$ cat src/bsp_pkg.sv
// What this block does
// - master serial clock period is divide value plus one CPU cycles, two cycles for divide zero
// - low phase is half the period for odd or zero divide, else divide/2
// - high phase is half the period for odd or zero divide, else divide/2+1
// - master inverts its frame-sync output to form an active-low slave enable
// - slave inverts the active-low enable on both frame-sync pins before use
// - master drives enable low first, transfer starts with it, before the first clock edge
// - code 11b, polarity zero: one full period from enable to first rise
// - polarity one: high phase in 10b, full period in 11b before first fall
// - enable held one period (10b) or one idle phase (11b) after last edge
// - 11b/pol0 and 10b/pol1: launch after falling edge, capture on rising
// - 11b with polarity one: launch after rising edge, capture on falling
// - master releases its data output after the last bit: at the final edge in 11b, one idle phase after it in 10b
// - slave releases its data output at its final edge in 11b, when the external enable returns high in 10b
// - slave presents its first bit when the enable falls, before any edge
package bsp_pkg;
  localparam int WORD_BITS = 16;
  localparam int DIV_BITS  = 8;
  localparam int CNT_BITS  = 9;
  localparam int BIT_BITS  = 4;
  localparam int SYNC_BITS = 4;
  // cpu clock period, the unit in which the serial timing is counted
  localparam int CLK_PERIOD_NS = 20;
  localparam int HALF_NS       = CLK_PERIOD_NS / 2;
  localparam int CYCLES_PER_2H = (2 * HALF_NS) / CLK_PERIOD_NS;
  // master captures through the same two-flop path as the slave
  localparam int CAPTURE_DELAY = 2;

  localparam logic [CNT_BITS-1:0] CNT_ONE     = CNT_BITS'(CYCLES_PER_2H);
  localparam logic [CNT_BITS-1:0] CNT_ZERO    = 9'h000;
  localparam logic [BIT_BITS-1:0] BIT_ZERO    = 4'h0;
  localparam logic [BIT_BITS-1:0] BIT_ONE     = 4'h1;
  localparam logic [BIT_BITS-1:0] LAST_BIT    = BIT_BITS'(WORD_BITS - 1);
  localparam logic [DIV_BITS-1:0] SLAVE_DIV   = 8'h01;
  localparam logic [1:0]          STOP_NODLY  = 2'h2;
  localparam logic [1:0]          STOP_HALF   = 2'h3;
  localparam logic [WORD_BITS-1:0] WORD_ZERO = 16'h0000;
  // order: clock, tx sync, rx sync, data; sync pins idle high
  localparam logic [SYNC_BITS-1:0] SYNC_RESET = 4'h6;

  typedef enum logic [3:0] {
    BSP_IDLE  = 4'h1,
    BSP_LEAD  = 4'h2,
    BSP_SHIFT = 4'h4,
    BSP_TRAIL = 4'h8
  } bsp_state_t;
endpackage

$ cat src/bsp_sync.sv
`timescale 1ns/10ps
`default_nettype none
module bsp_sync #(
  parameter int                  WIDTH       = 4,
  parameter logic [WIDTH-1:0]    RESET_VALUE = '0
) (
  // clock and reset
  input  wire logic             sys_clk,
  input  wire logic             reset,
  // pins in, synchronised out
  input  wire logic [WIDTH-1:0] async_in,
  output logic      [WIDTH-1:0] sync_out
);
  logic [WIDTH-1:0] meta_q;
  logic [WIDTH-1:0] sync_q;

  // first stage feeds only the second
  always_ff @(posedge sys_clk) begin
    if (reset) begin
      meta_q <= RESET_VALUE;
      sync_q <= RESET_VALUE;
    end else begin
      meta_q <= async_in;
      sync_q <= meta_q;
    end
  end

  assign sync_out = sync_q;
endmodule
`default_nettype wire

$ cat src/bsp_buf2.sv
`timescale 1ns/10ps
`default_nettype none
module bsp_buf2 #(
  parameter int WIDTH = 16
) (
  // clock and reset
  input  wire logic             sys_clk,
  input  wire logic             reset,
  // filling side
  input  wire logic [WIDTH-1:0] in_data,
  input  wire logic             in_valid,
  output logic                  in_ready,
  // draining side
  output logic      [WIDTH-1:0] out_data,
  output logic                  out_valid,
  input  wire logic             out_ready
);
  logic [WIDTH-1:0] mem [2];
  logic             wr_q;
  logic             rd_q;
  logic [1:0]       cnt_q;
  logic [1:0]       cnt_d;
  logic             in_ready_q;
  logic             out_valid_q;
  logic             push_w;
  logic             pop_w;

  assign push_w = in_valid & in_ready_q;
  assign pop_w  = out_ready & out_valid_q;
  assign cnt_d  = cnt_q + {1'b0, push_w} - {1'b0, pop_w};

  always_ff @(posedge sys_clk) begin
    if (reset) begin
      wr_q        <= 1'b0;
      rd_q        <= 1'b0;
      cnt_q       <= 2'h0;
      in_ready_q  <= 1'b1;
      out_valid_q <= 1'b0;
    end else begin
      wr_q        <= wr_q ^ push_w;
      rd_q        <= rd_q ^ pop_w;
      cnt_q       <= cnt_d;
      in_ready_q  <= (cnt_d != 2'h2);
      out_valid_q <= (cnt_d != 2'h0);
    end
  end

  always_ff @(posedge sys_clk) begin
    if (push_w) begin
      mem[wr_q] <= in_data;
    end
  end

  assign in_ready  = in_ready_q;
  assign out_valid = out_valid_q;
  assign out_data  = mem[rd_q];
endmodule
`default_nettype wire

$ cat src/bsp_spi_clock_stop.sv
`timescale 1ns/10ps
`default_nettype none
module bsp_spi_clock_stop (
  // clock and reset
  input  wire logic                          sys_clk,
  input  wire logic                          reset,
  // configuration
  input  wire logic [1:0]                    clock_stop_select,
  input  wire logic                          tx_clock_polarity,
  input  wire logic                          tx_sync_polarity,
  input  wire logic                          rx_sync_polarity,
  input  wire logic [bsp_pkg::DIV_BITS-1:0]  clock_divide_value,
  input  wire logic                          rate_gen_source_select,
  input  wire logic                          tx_clock_mode_select,
  input  wire logic                          tx_sync_mode_select,
  input  wire logic                          rx_clock_mode_select,
  input  wire logic                          rx_sync_mode_select,
  // status clears
  input  wire logic                          overrun_clear,
  input  wire logic                          underrun_clear,
  // transmit words
  input  wire logic [bsp_pkg::WORD_BITS-1:0] tx_data,
  input  wire logic                          tx_valid,
  output logic                               tx_ready,
  // receive words
  output logic      [bsp_pkg::WORD_BITS-1:0] rx_data,
  output logic                               rx_valid,
  input  wire logic                          rx_ready,
  // status
  output logic                               busy,
  output logic                               rx_overrun,
  output logic                               tx_underrun,
  output logic                               config_error,
  // serial pins
  input  wire logic                          serial_tx_clock_pin_i,
  output logic                               serial_tx_clock_pin_o,
  output logic                               serial_tx_clock_pin_oe,
  input  wire logic                          tx_frame_sync_pin_i,
  output logic                               tx_frame_sync_pin_o,
  output logic                               tx_frame_sync_pin_oe,
  input  wire logic                          rx_frame_sync_pin_i,
  input  wire logic                          serial_rx_data_pin_i,
  output logic                               serial_tx_data_pin_o,
  output logic                               serial_tx_data_pin_oe
);
  localparam int W = bsp_pkg::WORD_BITS;
  localparam int CB = bsp_pkg::CNT_BITS;

  // pin synchronisers
  logic [bsp_pkg::SYNC_BITS-1:0] pin_raw_w;
  logic [bsp_pkg::SYNC_BITS-1:0] pin_sync_w;
  logic                          sclk_s;
  logic                          txfs_s;
  logic                          rxfs_s;
  logic                          din_s;

  assign pin_raw_w = {serial_tx_clock_pin_i, tx_frame_sync_pin_i,
                      rx_frame_sync_pin_i, serial_rx_data_pin_i};

  bsp_sync #(
    .WIDTH       (bsp_pkg::SYNC_BITS),
    .RESET_VALUE (bsp_pkg::SYNC_RESET)
  ) u_sync (
    .sys_clk  (sys_clk),
    .reset    (reset),
    .async_in (pin_raw_w),
    .sync_out (pin_sync_w)
  );

  assign sclk_s = pin_sync_w[3];
  assign txfs_s = pin_sync_w[2];
  assign rxfs_s = pin_sync_w[1];
  assign din_s  = pin_sync_w[0];

  // word buffers
  logic [W-1:0] tx_word_w;
  logic         tx_word_valid_w;
  logic         tx_pop_w;
  logic [W-1:0] rx_word_w;
  logic         rx_push_w;
  logic         rx_room_w;

  bsp_buf2 #(.WIDTH(W)) u_tx_buf (
    .sys_clk   (sys_clk),
    .reset     (reset),
    .in_data   (tx_data),
    .in_valid  (tx_valid),
    .in_ready  (tx_ready),
    .out_data  (tx_word_w),
    .out_valid (tx_word_valid_w),
    .out_ready (tx_pop_w)
  );

  bsp_buf2 #(.WIDTH(W)) u_rx_buf (
    .sys_clk   (sys_clk),
    .reset     (reset),
    .in_data   (rx_word_w),
    .in_valid  (rx_push_w),
    .in_ready  (rx_room_w),
    .out_data  (rx_data),
    .out_valid (rx_valid),
    .out_ready (rx_ready)
  );

  // mode decode
  logic master_w;
  logic spi_on_w;
  logic delay_w;
  logic config_bad_w;

  assign master_w = tx_clock_mode_select & tx_sync_mode_select;
  assign spi_on_w = (clock_stop_select == bsp_pkg::STOP_NODLY) | delay_w;
  assign delay_w  = (clock_stop_select == bsp_pkg::STOP_HALF);
  assign config_bad_w = master_w ? (rx_clock_mode_select | rx_sync_mode_select)
                      : (tx_clock_mode_select | tx_sync_mode_select |
                         rx_clock_mode_select | rx_sync_mode_select |
                         ~rate_gen_source_select |
                         (clock_divide_value != bsp_pkg::SLAVE_DIV));

  // clock phase lengths in cpu cycles
  logic [CB-1:0] period_w;
  logic [CB-1:0] low_raw_w;
  logic [CB-1:0] low_w;
  logic [CB-1:0] high_w;
  logic [CB-1:0] full_w;
  logic [CB-1:0] idle_ph_w;
  logic [CB-1:0] next_ph_w;
  logic [CB-1:0] lead_w;
  logic [CB-1:0] trail_w;
  logic [CB-1:0] release_at_w;

  assign period_w  = {1'b0, clock_divide_value} + bsp_pkg::CNT_ONE;
  assign low_raw_w = period_w >> 1;
  // divide zero would need half-cycle phases, so it runs as one cycle each
  assign low_w     = (low_raw_w == bsp_pkg::CNT_ZERO) ? bsp_pkg::CNT_ONE : low_raw_w;
  assign high_w    = (low_raw_w == bsp_pkg::CNT_ZERO) ? bsp_pkg::CNT_ONE
                   : period_w - low_raw_w;
  assign full_w    = low_w + high_w;
  assign idle_ph_w = tx_clock_polarity ? high_w : low_w;
  assign lead_w    = delay_w ? full_w : idle_ph_w;
  assign trail_w   = delay_w ? idle_ph_w : full_w;
  assign release_at_w = trail_w - idle_ph_w;

  // master sequencer
  bsp_pkg::bsp_state_t state_q;
  bsp_pkg::bsp_state_t state_d;
  logic [CB-1:0]       cnt_q;
  logic [CB-1:0]       cnt_d;
  logic                half_q;
  logic                half_d;
  logic                sclk_q;
  logic                sclk_d;
  logic                fs_pin_q;
  logic                fs_pin_d;
  logic                drive_q;

  // shared bit engine
  logic                  active_q;
  logic [bsp_pkg::BIT_BITS-1:0] tbit_q;
  logic [bsp_pkg::BIT_BITS-1:0] rbit_q;
  logic [W-1:0]          tx_sh_q;
  logic [W-1:0]          rx_sh_q;
  logic                  oe_q;
  logic [bsp_pkg::CAPTURE_DELAY-1:0] cap_dly_q;
  logic                  sclk_prev_q;
  logic                  en_prev_q;
  logic                  overrun_q;
  logic                  underrun_q;
  logic                  config_err_q;

  logic cnt_zero_w;
  logic m_toggle_w;
  logic m_e1_w;
  logic m_e2_w;
  logic m_start_w;
  logic slave_en_w;
  logic c_now_w;
  logic c_prev_w;
  logic s_e1_w;
  logic s_e2_w;
  logic s_start_w;
  logic s_stop_w;
  logic ev_e1_w;
  logic ev_e2_w;
  logic last_bit_w;
  logic launch_w;
  logic cap_now_w;
  logic cap_w;
  logic rel_w;
  logic start_w;

  assign next_ph_w  = sclk_q ? low_w : high_w;
  assign cnt_zero_w = (cnt_q == bsp_pkg::CNT_ZERO);
  assign m_toggle_w = cnt_zero_w & ((state_q == bsp_pkg::BSP_LEAD) |
                                    (state_q == bsp_pkg::BSP_SHIFT));
  assign m_e1_w     = m_toggle_w & ((state_q == bsp_pkg::BSP_LEAD) | ~half_q);
  assign m_e2_w     = m_toggle_w & (state_q == bsp_pkg::BSP_SHIFT) & half_q;
  // no new master transfer while the receive buffer has no room for its word
  assign m_start_w  = (state_q == bsp_pkg::BSP_IDLE) & spi_on_w & master_w &
                      tx_word_valid_w & rx_room_w;

  assign slave_en_w = (txfs_s ^ tx_sync_polarity) & (rxfs_s ^ rx_sync_polarity);
  assign c_now_w    = sclk_s ^ tx_clock_polarity;
  assign c_prev_w   = sclk_prev_q ^ tx_clock_polarity;
  assign s_e1_w     = c_now_w & ~c_prev_w & slave_en_w & active_q;
  assign s_e2_w     = ~c_now_w & c_prev_w & slave_en_w & active_q;
  assign s_start_w  = ~master_w & spi_on_w & slave_en_w & ~en_prev_q;
  assign s_stop_w   = ~master_w & active_q & ~slave_en_w;

  assign start_w    = m_start_w | s_start_w;
  assign tx_pop_w   = m_start_w | (s_start_w & tx_word_valid_w);
  assign ev_e1_w    = master_w ? m_e1_w : s_e1_w;
  assign ev_e2_w    = master_w ? m_e2_w : s_e2_w;
  assign last_bit_w = (tbit_q == bsp_pkg::LAST_BIT);
  assign launch_w   = delay_w ? (ev_e2_w & ~last_bit_w)
                    : (ev_e1_w & (tbit_q != bsp_pkg::BIT_ZERO));
  assign cap_now_w  = delay_w ? ev_e1_w : ev_e2_w;
  assign cap_w      = master_w ? cap_dly_q[bsp_pkg::CAPTURE_DELAY-1] : cap_now_w;
  assign rx_word_w  = {rx_sh_q[W-2:0], din_s};
  assign rx_push_w  = cap_w & (rbit_q == bsp_pkg::LAST_BIT);
  assign rel_w      = (delay_w & ev_e2_w & last_bit_w) |
                      (master_w & ~delay_w & (state_q == bsp_pkg::BSP_TRAIL) &
                       (cnt_q == release_at_w)) |
                      s_stop_w;

  always_comb begin
    state_d  = state_q;
    cnt_d    = cnt_q;
    half_d   = half_q;
    sclk_d   = sclk_q;
    fs_pin_d = fs_pin_q;
    unique case (state_q)
      bsp_pkg::BSP_IDLE: begin
        sclk_d   = tx_clock_polarity;
        fs_pin_d = tx_sync_polarity;
        if (m_start_w) begin
          fs_pin_d = ~tx_sync_polarity;
          cnt_d    = lead_w - bsp_pkg::CNT_ONE;
          state_d  = bsp_pkg::BSP_LEAD;
        end
      end
      bsp_pkg::BSP_LEAD: begin
        if (cnt_zero_w) begin
          sclk_d  = ~sclk_q;
          cnt_d   = next_ph_w - bsp_pkg::CNT_ONE;
          half_d  = 1'b1;
          state_d = bsp_pkg::BSP_SHIFT;
        end else begin
          cnt_d = cnt_q - bsp_pkg::CNT_ONE;
        end
      end
      bsp_pkg::BSP_SHIFT: begin
        if (cnt_zero_w) begin
          sclk_d = ~sclk_q;
          half_d = ~half_q;
          if (half_q && last_bit_w) begin
            cnt_d   = trail_w - bsp_pkg::CNT_ONE;
            state_d = bsp_pkg::BSP_TRAIL;
          end else begin
            cnt_d = next_ph_w - bsp_pkg::CNT_ONE;
          end
        end else begin
          cnt_d = cnt_q - bsp_pkg::CNT_ONE;
        end
      end
      bsp_pkg::BSP_TRAIL: begin
        if (cnt_zero_w) begin
          fs_pin_d = tx_sync_polarity;
          state_d  = bsp_pkg::BSP_IDLE;
        end else begin
          cnt_d = cnt_q - bsp_pkg::CNT_ONE;
        end
      end
      default: begin
        state_d = bsp_pkg::BSP_IDLE;
      end
    endcase
  end

  always_ff @(posedge sys_clk) begin
    if (reset) begin
      state_q  <= bsp_pkg::BSP_IDLE;
      cnt_q    <= bsp_pkg::CNT_ZERO;
      half_q   <= 1'b0;
      sclk_q   <= 1'b0;
      fs_pin_q <= 1'b1;
      drive_q  <= 1'b0;
    end else begin
      state_q  <= state_d;
      cnt_q    <= cnt_d;
      half_q   <= half_d;
      sclk_q   <= sclk_d;
      fs_pin_q <= fs_pin_d;
      drive_q  <= spi_on_w & master_w;
    end
  end

  always_ff @(posedge sys_clk) begin
    if (reset) begin
      active_q <= 1'b0;
      oe_q     <= 1'b0;
    end else begin
      active_q <= start_w | (active_q & ~s_stop_w &
                  ~(master_w & (state_q == bsp_pkg::BSP_TRAIL) & cnt_zero_w));
      oe_q     <= start_w | (oe_q & ~rel_w);
    end
  end

  always_ff @(posedge sys_clk) begin
    if (reset) begin
      tbit_q    <= bsp_pkg::BIT_ZERO;
      rbit_q    <= bsp_pkg::BIT_ZERO;
      tx_sh_q   <= bsp_pkg::WORD_ZERO;
      rx_sh_q   <= bsp_pkg::WORD_ZERO;
      cap_dly_q <= '0;
    end else begin
      cap_dly_q <= {cap_dly_q[bsp_pkg::CAPTURE_DELAY-2:0], cap_now_w & master_w};
      if (start_w) begin
        tbit_q  <= bsp_pkg::BIT_ZERO;
        rbit_q  <= bsp_pkg::BIT_ZERO;
        // slave shows bit one as soon as the enable falls
        tx_sh_q <= tx_word_valid_w ? tx_word_w : bsp_pkg::WORD_ZERO;
      end else begin
        if (ev_e2_w) begin
          tbit_q <= tbit_q + bsp_pkg::BIT_ONE;
        end
        if (launch_w) begin
          tx_sh_q <= {tx_sh_q[W-2:0], 1'b0};
        end
        if (cap_w) begin
          rx_sh_q <= rx_word_w;
          rbit_q  <= rbit_q + bsp_pkg::BIT_ONE;
        end
      end
    end
  end

  // set beats a clear in the same cycle
  always_ff @(posedge sys_clk) begin
    if (reset) begin
      sclk_prev_q  <= 1'b0;
      en_prev_q    <= 1'b0;
      overrun_q    <= 1'b0;
      underrun_q   <= 1'b0;
      config_err_q <= 1'b0;
    end else begin
      sclk_prev_q  <= sclk_s;
      en_prev_q    <= slave_en_w;
      overrun_q    <= (rx_push_w & ~rx_room_w) | (overrun_q & ~overrun_clear);
      underrun_q   <= (s_start_w & ~tx_word_valid_w) | (underrun_q & ~underrun_clear);
      config_err_q <= spi_on_w & config_bad_w;
    end
  end

  assign serial_tx_clock_pin_o  = sclk_q;
  assign serial_tx_clock_pin_oe = drive_q;
  assign tx_frame_sync_pin_o    = fs_pin_q;
  assign tx_frame_sync_pin_oe   = drive_q;
  assign serial_tx_data_pin_o   = tx_sh_q[W-1];
  assign serial_tx_data_pin_oe  = oe_q;
  assign busy                   = active_q;
  assign rx_overrun             = overrun_q;
  assign tx_underrun            = underrun_q;
  assign config_error           = config_err_q;
endmodule
`default_nettype wire

$ cat config.mk
export PLATFORM = sky130hd
export DESIGN_NAME = bsp_spi_clock_stop
export DESIGN_NICKNAME = d
export VERILOG_FILES = /design/src/bsp_pkg.sv /design/src/bsp_sync.sv /design/src/bsp_buf2.sv /design/src/bsp_spi_clock_stop.sv
export SDC_FILE = /design/constraint.sdc
export NUM_CORES = 1
export LEC_CHECK = 0
export BUFFER_PORTS_ARGS = -buffer_cell sky130_fd_sc_hd__clkbuf_2
export CORE_MARGIN = 5
export CORE_UTILIZATION = 63
export CTS_BUF_LIST = sky130_fd_sc_hd__clkbuf_8
export DETAILED_ROUTE_END_ITERATION = 12
export GPL_TIMING_DRIVEN = 0
export PLACE_DENSITY = 0.83
export SYNTH_ARGS = -nofsm -noshare
export SYNTH_HDL_FRONTEND = slang
export SYNTH_SLANG_ARGS = --single-unit
$ cat constraint.sdc
create_clock -name sys_clk -period 7.4 [get_ports sys_clk]
set_input_delay 1.48 -clock sys_clk [delete_from_list [all_inputs] [get_ports sys_clk]]
set_output_delay 1.48 -clock sys_clk [all_outputs]
set_load 0.01 [all_outputs]
# --- Word-level counts from Yosys, hierarchy flattened ---
# Memories as Yosys holds them, arrays and structs flattened. A register that Yosys moved wholly into a read port is not among the register bits.
# Cells that the tools add are included.
op_classes:
  n_addsub: 14
  n_reduce_logical: 19
  bitwise: 90
  muxes: 41
  eq_ne: 19
op_table:
  columns: ["operator", "count"]
  rows:
  - ["9-bit 2-to-1 mux", 10]
  - ["16-bit 2-to-1 mux", 3]
  - ["1-bit bitwise AND", 46]
  - ["9-bit one-hot mux with 4 select lines", 1]
  - ["9-bit by 1-bit subtractor with 9-bit output, second input constant", 4]
  - ["4-bit 2-to-1 mux", 5]
  - ["1-bit NOT", 19]
  - ["9-bit zero test", 2]
  - ["1-bit 2-to-1 mux", 17]
  - ["1-bit OR", 17]
  - ["4-bit one-hot mux with 4 select lines", 1]
  - ["2-bit != test, second input constant", 7]
  - ["4-bit equality test, second input constant", 3]
  - ["2-bit nonzero test", 6]
  - ["8-bit by 1-bit adder with 9-bit output, second input constant", 1]
  - ["8-bit by 9-bit adder with 9-bit output", 1]
  - ["9-bit equality test", 1]
  - ["9-bit by 8-bit subtractor with 9-bit output", 1]
  - ["9-bit subtractor", 1]
  - ["4-bit by 1-bit adder with 4-bit output, second input constant", 2]
  - ["8-bit 2-to-1 mux", 1]
  - ["8-bit by 1-bit != test with 1-bit output, second input constant", 1]
  - ["4-bit nonzero test", 2]
  - ["1-bit XOR", 8]
  - ["other kinds (13)", 23]
totals:
  output_inout_bits: 28
  regBits: 85
  elab_cells: 215
  inputBits: 44
  ramBits: 64
  mem_count: 2
mem_list:
  columns: ["memory", "words", "width", "read_ports", "rd_clocked_by_memory_dff", "wr", "line", "rtl"]
  rows:
  - ["u_rx_buf.mem", 2, 16, 1, 1, 1, "bsp_buf2.sv:18", "logic [WIDTH-1:0] mem [2];"]
  - ["u_tx_buf.mem", 2, 16, 1, 1, 1, "bsp_buf2.sv:18", null]

# --- Logic depth before layout (Yosys ltp) ---
# Gate-level depths: netlist of run 1.
depth:
  ltp_word: 13
  ltp_mapped: 30
  ltp_nobuf: 27

# --- Hierarchy ---
# Synthesis of run 1 repeated with hierarchy kept, for this count alone.
hier_totals:
  hier_cells: 988
  area_unflattened_um2: 9097.5
modules_own_cells:
  columns: ["module", "area_each_um2", "seq_area_each_um2", "cells_per_inst", "instances"]
  rows:
  - ["bsp_spi_clock_stop", 6077.1, 1301.2, 818, 1]
  - ["bsp_buf2", 1405.1, 1081.0, 77, 2]
  - ["bsp_sync", 210.2, 160.2, 16, 1]

# --- Worst setup path after synthesis of run 1 ---
# Ideal clock, no wire load.
synth_path:
  path_type: "input to register"
  start: "input clock_divide_value[4] in the netlist's numbering"
  end: "register oe_q (netlist: serial_tx_data_pin_oe)"
  t_arrival_ns: 6.314
  n_path_buf: 5
  required_time_ns: 7.280
  stages: 29
  slack_ns: 0.966
  setup_time_ns: 0.120
  path_cell_list: "buf_4 > buf_2 > nand3_1 > nor3_1 > xor2_1 > inv_1 > ha_1 > and3_1 > clkbuf_1 > nor2b_1 > clkbuf_1 > clkbuf_1 > nor2_1 > inv_1 > fa_1 > nor2b_1 > o21a_1 > nor3_1 > nor2_1 > o21ai_0 > a31oi_1 > ha_1 > a21o_1 > a21o_1 > a21o_1 > a21oi_1 > xnor2_1 > xnor2_1 > o31a_1"
synth_via:
  elab_chain_cells: 13
  word_cells_on_any_way: 16
  classes_between: "4 x add/sub; 1 x eq/ne; 4 x mux; 6 x bitwise; 1 x reduce/logical"
synth_lines:
  columns: ["item", "line", "rtl"]
  rows:
  - ["start: declaration", "bsp_spi_clock_stop.sv:12", "input wire logic [bsp_pkg::DIV_BITS-1:0] clock_divide_value,"]
  - ["8-bit by 1-bit adder with 9-bit output (*)", "bsp_spi_clock_stop.sv:132", "assign period_w = {1'b0, clock_divide_value} + bsp_pkg::CNT_ONE;"]
  - ["9-bit by 8-bit subtractor with 9-bit output / 9-bit zero test (equally long branches)", "bsp_spi_clock_stop.sv:137, bsp_spi_clock_stop.sv:135, bsp_spi_clock_stop.sv:136", null]
  - ["9-bit 2-to-1 mux / 8-bit 2-to-1 mux (equally long branches)", "bsp_spi_clock_stop.sv:136, bsp_spi_clock_stop.sv:135", null]
  - ["8-bit by 9-bit adder with 9-bit output / 9-bit 2-to-1 mux (equally long branches)", "bsp_spi_clock_stop.sv:138, bsp_spi_clock_stop.sv:139", null]
  - ["9-bit 2-to-1 mux", "bsp_spi_clock_stop.sv:141", "assign trail_w = delay_w ? idle_ph_w : full_w;"]
  - ["9-bit subtractor (*)", "bsp_spi_clock_stop.sv:142", "assign release_at_w = trail_w - idle_ph_w;"]
  - ["9-bit equality test (*)", "bsp_spi_clock_stop.sv:223", "(cnt_q == release_at_w)) |"]
  - ["1-bit bitwise AND (*)", "bsp_spi_clock_stop.sv:222", "(master_w & ~delay_w & (state_q == bsp_pkg::BSP_TRAIL) &"]
  - ["1-bit OR (*)", "bsp_spi_clock_stop.sv:221", "assign rel_w = (delay_w & ev_e2_w & last_bit_w) |"]
  - ["1-bit OR (*)", "bsp_spi_clock_stop.sv:223", null]
  - ["1-bit NOT (*)", "bsp_spi_clock_stop.sv:305", "oe_q <= start_w | (oe_q & ~rel_w);"]
  - ["1-bit bitwise AND (*)", "bsp_spi_clock_stop.sv:305", null]
  - ["1-bit OR (*)", "bsp_spi_clock_stop.sv:305", null]
  - ["end signal: assignment", "bsp_spi_clock_stop.sv:305", null]
  - ["end: declaration", "bsp_spi_clock_stop.sv:163", "logic oe_q;"]
# Mark *: on every way between the ends. The rest lies on a longest branch, timed or not.
# A chain may end at the register's enable or synchronous reset.

# --- Final worst setup path of run 1 ---
layout_path:
  start: "input clock_divide_value[1] in the netlist's numbering"
  end: "register oe_q (netlist: serial_tx_data_pin_oe)"
# Same word-level chain as after synthesis.

==> key figures, run 1 <==
Setup path
  – Data arrival time of the worst path: 7.33 ns
  – Crit start category: primary input
  – R2r startpoint: cnt_q[0]
  – Slowest CP cell: clkbuf_1
  – CP Max Fanout: 10
  – FF-to-FF setup slack: 3.51 ns
  – Path type of the worst setup path: primary input to flop
  – Critical Path Max Stage Delay: 0.43 ns
  – CP Capture Type: flop
  – Data required time of the worst path: 7.75 ns
  – Crit. Startpoint: clock_divide_value[1]

Power
  – PD cells: 245 mW/mm2
  – Clk pwr share: 29.1%
  – Pint: 1.67 mW
  – Switching Power: 0.839 mW
  – Combinational power share: 34.0%
  – Flop pwr share: 37.0%
  – Leakage: 3.96 nW
  – Max VDD drop: 0.194 mV
  – Net Sw Frac: 33.5%

Logic synthesis
  – Largest cells by area after synthesis: edfxtp_1, dfxtp_1, ha_1
  – Post-synthesis sequential area ratio: 39.4%
  – Post-synth cell types: 89
  – Post-synth top area share: 20.9%
  – Most frequent cell after synthesis: nor2_1
  – Synth async-reset ratio: 0%
  – EDFF count, synth: 64
  – Mapped Nets: 1091
  – Syn Inst Count: 1003
  – FF+latch count, synth: 149
  – Syn avg cell area: 9.18 um2
  – Main synth FF type: dfxtp_1
  – Leading area contributor after synthesis: edfxtp_1
  – Mapped cell area: 0.00921 mm2
  – Synth cell count leaders: nor2_1, dfxtp_1, a21oi_1
  – Synth Warn #: 0

Clock network
  – Clock Tree Buf Depth: 2
  – Clock root cell: clkbuf_8
  – Clock-pin slew on the worst setup and hold paths: 0.08 ns
  – CTS tree: built
  – H-tree lvl count: 4
  – Clk sinks: 149
  – Setup bufs post-CTS: 0
  – CTS buffer count: 17
  – # hold bufs at CTS: 0
  – Post_cts resized: 0
  – Clk Latency, worst-skew pair: 0.47 ns

Placed design
  – Gpl congestion: 0.948
  – DP HPWL: 16100 um
  – DP Cell Count: 1255
  – Dpl ws: -0.0168 ns
  – PortBufs: 68

Layout
  – Ant. Diodes: 0
  – Nets: 1178
  – Non-Filler Instances: 1287
  – Share of cells above drive strength 1: 16.9%
  – Filler cells: 1145
  – Area grow syn2layout: 11.2%

GRT
  – Initial antenna violation count: 0
  – Tot GR Track Use: 25.7%
  – Global-route wire length before repair: 34900 um
  – Grt ovf: 0
  – Largest net degree at the start of global routing: 17
  – Vias in the first global route: 7199

Die
  – Die width: 131 um
  – Initial Utilization: 63.8%
  – Core area: 0.0144 mm2
  – Die height: 131 um
  – Die footprint: 0.0171 mm2
  – Io pins: 72
  – Row cnt: 44

Timing
  – RSZ-0062 raised after global routing: no
  – FMAX: 143 MHz
  – Hold Vio Cnt, Final: 0
  – Final setup skew: 0.0161 ns
  – Period minus WS final: 6.98 ns
  – Worst hold margin: 0.410 ns
  – Setup ws final: 0.418 ns
  – Worst slew pin tran: 0.953 ns
  – Slew Limit Fails: 0
  – Endpoints failing setup: 0
  – Period utilization: 94.4%
  – Rel. slew slack: 35.5%

Detailed routing
  – Detailed Route WL: 21600 um
  – Vias: 7692
  – TritonRoute pass-1 iters: 5
  – Drt wl/cell: 16.8 um
  – Initial detailed-routing violation count: 677
  – Via density: 5.98
  – Final ANT Viol Nets: 0
  – Remaining DRCs: 0

Run
  – Number of max-cap violations: 0

Min path
  – Hold Crit Class: flop to flop
  – HP Start: u_sync.meta_q[2]

Run status
  – Status: complete, no violations
[per-stage QoR]
step	TNS, ns	total power [mW]	util, %	instance area [um2]
floorplan	0	1.59	-	9210
finish	0	2.51	71.0	10200
detailed placement	-0.0168	1.78	67.8	9780
global placement	0	1.76	67.8	9780
CTS	0	2.50	71.0	10200
global route	0	2.64	71.0	10200
[metal layers]
layer  part of all wire [%]  GRT usage [%]  vias to the layer above
li1                       -              -                     3758
met1                     45           34.3                     3618
met2                     46           42.2                      277
met3                    6.5           5.49                       39
met4                    2.1           7.99                        0
met5                      0              0                        -
[final cells by class]
type                       count  area [um2]  share of cell area (%)
multi-input combinational    753        5140                    50.2
clock buffer                  17         234                    2.28
tap                          184         230                    2.25
buffer                        57         277                    2.70
inverter                      44         165                    1.61
timing repair buffer          68         340                    3.32
sequential                   149        3620                    35.4
clock inverter                15         228                    2.22
[registers in the layout, indices dropped and copies added, names as in the netlist, 4 cells and up]
register and flops:
cnt_q 9, rbit_q 4, rx_sh_q 15, state_q 4
tbit_q 4, tx_sh_q 16, u_rx_buf.mem 32, u_sync.meta_q 4
u_sync.sync_out 4, u_tx_buf.mem 32
[power groups by stage]
stage,Clock [mW],Combinational [mW],Sequential [mW]
after floorplan,0,0.651,0.942
after global placement,0,0.821,0.943
after detailed placement,0,0.837,0.945
after CTS,0.734,0.843,0.926
after global routing,0.771,0.935,0.931
final,0.728,0.851,0.926
[path summary, 6_finish.rpt]
path | to | depth (start not counted)
min | u_sync.sync_out[2] | 1
max | serial_tx_data_pin_oe | 31
max reg2reg | u_rx_buf.mem[1][2] | 14
min reg2reg | u_sync.sync_out[2] | 1
[placed cells by master (no fill, tap or decap), drive strengths merged, types with 27 or more instances in the layout]
master | netlist | final
dfxtp | 85 | 85
ha | 41 | 41
o21ai | 42 | 42
clkbuf | 39 | 124
nor2 | 117 | 117
mux2 | 32 | 32
nand3 | 39 | 39
a21oi | 77 | 77
edfxtp | 64 | 64
inv | 44 | 51
nand2 | 69 | 69
nor3 | 27 | 27
xnor2 | 47 | 47
[logic make-up (layout without fill, tap and decap cells)]
logic type                 after synthesis  in the layout  share of synthesized area (%)
DFF                                    149            149                           39.4
AOI/OAI and AO/OA                      213            213                           15.2
adders and majority gates               44             44                           6.22
buffers and inverters                  101            201                           4.80
and+or+nand+nor                        370            370                           20.6
muxes                                   58             58                           6.78
xor gates and xnor gates                68             68                           7.04
[worst max-delay path: cells and delay by family]
kind            cells  cell delay (ns)
compound gates      9             1.86
buf+inv             7             1.52
fa+ha+maj           4             0.94
simple gates        7             0.92
xor+xnor            4             0.61
Note: power is estimated with default switching activity, not from simulation.
==> inputs of run 2 (changes only) <==
CELL_PAD_IN_SITES_DETAIL_PLACEMENT = 1   (was unset)
CELL_PAD_IN_SITES_GLOBAL_PLACEMENT = 2   (was unset)
CORE_UTILIZATION = 39   (was 63)
PLACE_DENSITY = unset   (was 0.83)
PLACE_DENSITY_LB_ADDON = 0.1   (was unset)
==> run 2 against run 1 <==
  * Cell area increased by 1.2%
  * Clock power decreased by 14%
  * Sequential cell count unchanged
  * Largest cell class unchanged
  * Critical path depth decreased by 2
  * Maximum frequency increased by 1.0%
  * Routed wire length increased by 20%
  * Via count decreased by 2.5%
  * Non-clock buffer count increased by 1
  * Global-route usage decreased by 6.2 points
==> key figures, run 2 (same netlist as run 1, synthesis figures left out) <==
Die
  – Io pins: 72
  – Row cnt: 56
  – Initial Utilization: 39.5%
  – Core area: 0.0233 mm2
  – Die height: 164 um
  – Die footprint: 0.0268 mm2
  – Die width: 164 um

Layout
  – Non-Filler Instances: 1423
  – Largest regs: u_rx_buf.mem x32, u_tx_buf.mem x32, tx_sh_q x16
  – Ant. Diodes: 0
  – Most common cell after layout, fill and taps aside: nor2_1
  – Core Util, Final: 44.4%
  – Nets: 1179
  – Area grow syn2layout: 12.6%
  – Share of cells above drive strength 1: 17.6%
  – Commonest non-fill, non-tap cells in the layout: nor2_1, dfxtp_1, a21oi_1

Power
  – Leakage: 3.94 nW
  – PD cells: 234 mW/mm2
  – Max VDD drop: 0.128 mV

Clock network
  – H-tree lvl count: 4
  – Clock root cell: clkbuf_8
  – Clk Latency, worst-skew pair: 0.46 ns
  – Clk sinks: 149
  – Clock-pin slew on the worst setup and hold paths: 0.10 ns
  – Clock Tree Buf Depth: 2
  – # hold bufs at CTS: 0
  – CTS tree: built
  – CTS buffer count: 17

Placed design
  – DP Cell Count: 1390
  – DP HPWL: 20000 um
  – PortBufs: 68
  – Gpl congestion: 0.821

Detailed routing
  – Vias: 7498
  – Highest Signal Layer: met4
  – TritonRoute pass-1 iters: 5
  – Remaining DRCs: 0
  – Wire length on met2: 11900 um
  – Final ANT Viol Nets: 0
  – Initial detailed-routing violation count: 368
  – Detailed Route WL: 25900 um
  – Metal1 wirelength: 13000 um
  – Via density: 5.27
  – Drt wl/cell: 18.2 um
  – Metal3 WL: 804 um

Timing
  – Final setup skew: 0.0260 ns
  – FMAX: 145 MHz
  – Setup TNS: 0 ns
  – Endpoints failing setup: 0
  – Rel. slew slack: 31.9%
  – Slew Limit Fails: 0
  – Period minus WS final: 6.91 ns
  – RSZ-0062 raised after global routing: no
  – Period utilization: 93.4%
  – Hold Vio Cnt, Final: 0
  – Worst slew pin tran: 1.01 ns

Setup path
  – CP Capture Type: flop
  – CP delay by family, top: compound AO/OA/AOI/OAI gates
  – Slowest CP cell: fa_1
  – Critical Path Max Stage Delay: 0.43 ns
  – Data required time of the worst path: 7.74 ns
  – Worst Path Buf+Inv: 7
  – Data arrival time of the worst path: 7.25 ns
  – Path type of the worst setup path: primary input to flop
  – CP most frequent cell: a21o_1
  – CP Max Fanout: 10
  – Crit start category: primary input

GRT
  – Largest net degree at the start of global routing: 18
  – Vias in the first global route: 7576
  – Global-route wire length before repair: 41100 um
  – Grt ovf: 0
  – Tot GR Track Use: 19.5%
  – Initial antenna violation count: 0

Run
  – Number of max-cap violations: 0

Min path
  – Hold Crit Class: flop to flop

Run status
  – Status: complete, no violations
-- run 2: worst paths after layout --
path | to | from | slack [ns] | depth (start not counted)
setup / recovery | serial_tx_data_pin_oe | clock_divide_value[0] | 0.49 | 29
hold / removal | u_sync.sync_out[1] | u_sync.meta_q[1] | 0.42 | 1
setup reg to reg | u_rx_buf.mem[0][0] | cnt_q[1] | 3.40 | 14
hold reg to reg | u_sync.sync_out[1] | u_sync.meta_q[1] | 0.42 | 1
-- run 2: layer usage --
metal / vias to the layer above / global-route usage (%)
li1: 3758 / -
met1: 3624 / 28.0
met2: 103 / 31.7
met3: 13 / 2.73
met4: 0 / 3.20
met5: - / 0
-- run 2: area by class of cell --
cell class                 instances  area [um2]
timing repair buffer              70         355
multi-input combinational        753        5160
inverter                          44         165
clock buffer                      17         234
tap                              319         399
fill                            2750       13000
sequential                       149        3620
clock inverter                    15         153
buffer                            56         274
-- run 2: worst register-to-register path, stage by stage, from the launching register on --
cell	delay [ns]
dfxtp_1	0.37
inv_1	0.09
ha_1	0.17
or3b_4	0.42
nand2b_4	0.17
or3_1	0.31
buf_2	0.18
nor3_2	0.21
a21o_1	0.11
buf_4	0.16
o21ai_2	0.09
o21ai_4	0.22
nand4_1	0.16
nor2_1	0.21
ha_1	0.74
-- run 2: through the flow --
stage	hold WS [ns]	area, um2	setup slack, ns	total power, mW
CTS	0.424	10300	0.157	2.46
global route	0.445	10400	0.0216	2.59
global placement	0.390	9950	-0.306	1.81
finish	0.418	10400	0.489	2.43
detailed placement	0.401	9950	-0.310	1.82
floorplan	0.389	9210	0.966	1.59
-- run 2: power by group --
group / leakage (nW) / total (mW) / switching [mW] / internal (mW)
registers: 1.25 / 0.927 / 0.0211 / 0.906
clock network: 0.188 / 0.624 / 0.372 / 0.253
logic: 2.50 / 0.877 / 0.518 / 0.359
total: 3.94 / 2.43 / 0.910 / 1.52
-- run 2: repair_timing --
item,CTS,global route
gates resized for setup,0,5
setup endpoints to repair,0,1
setup buffers,0,2
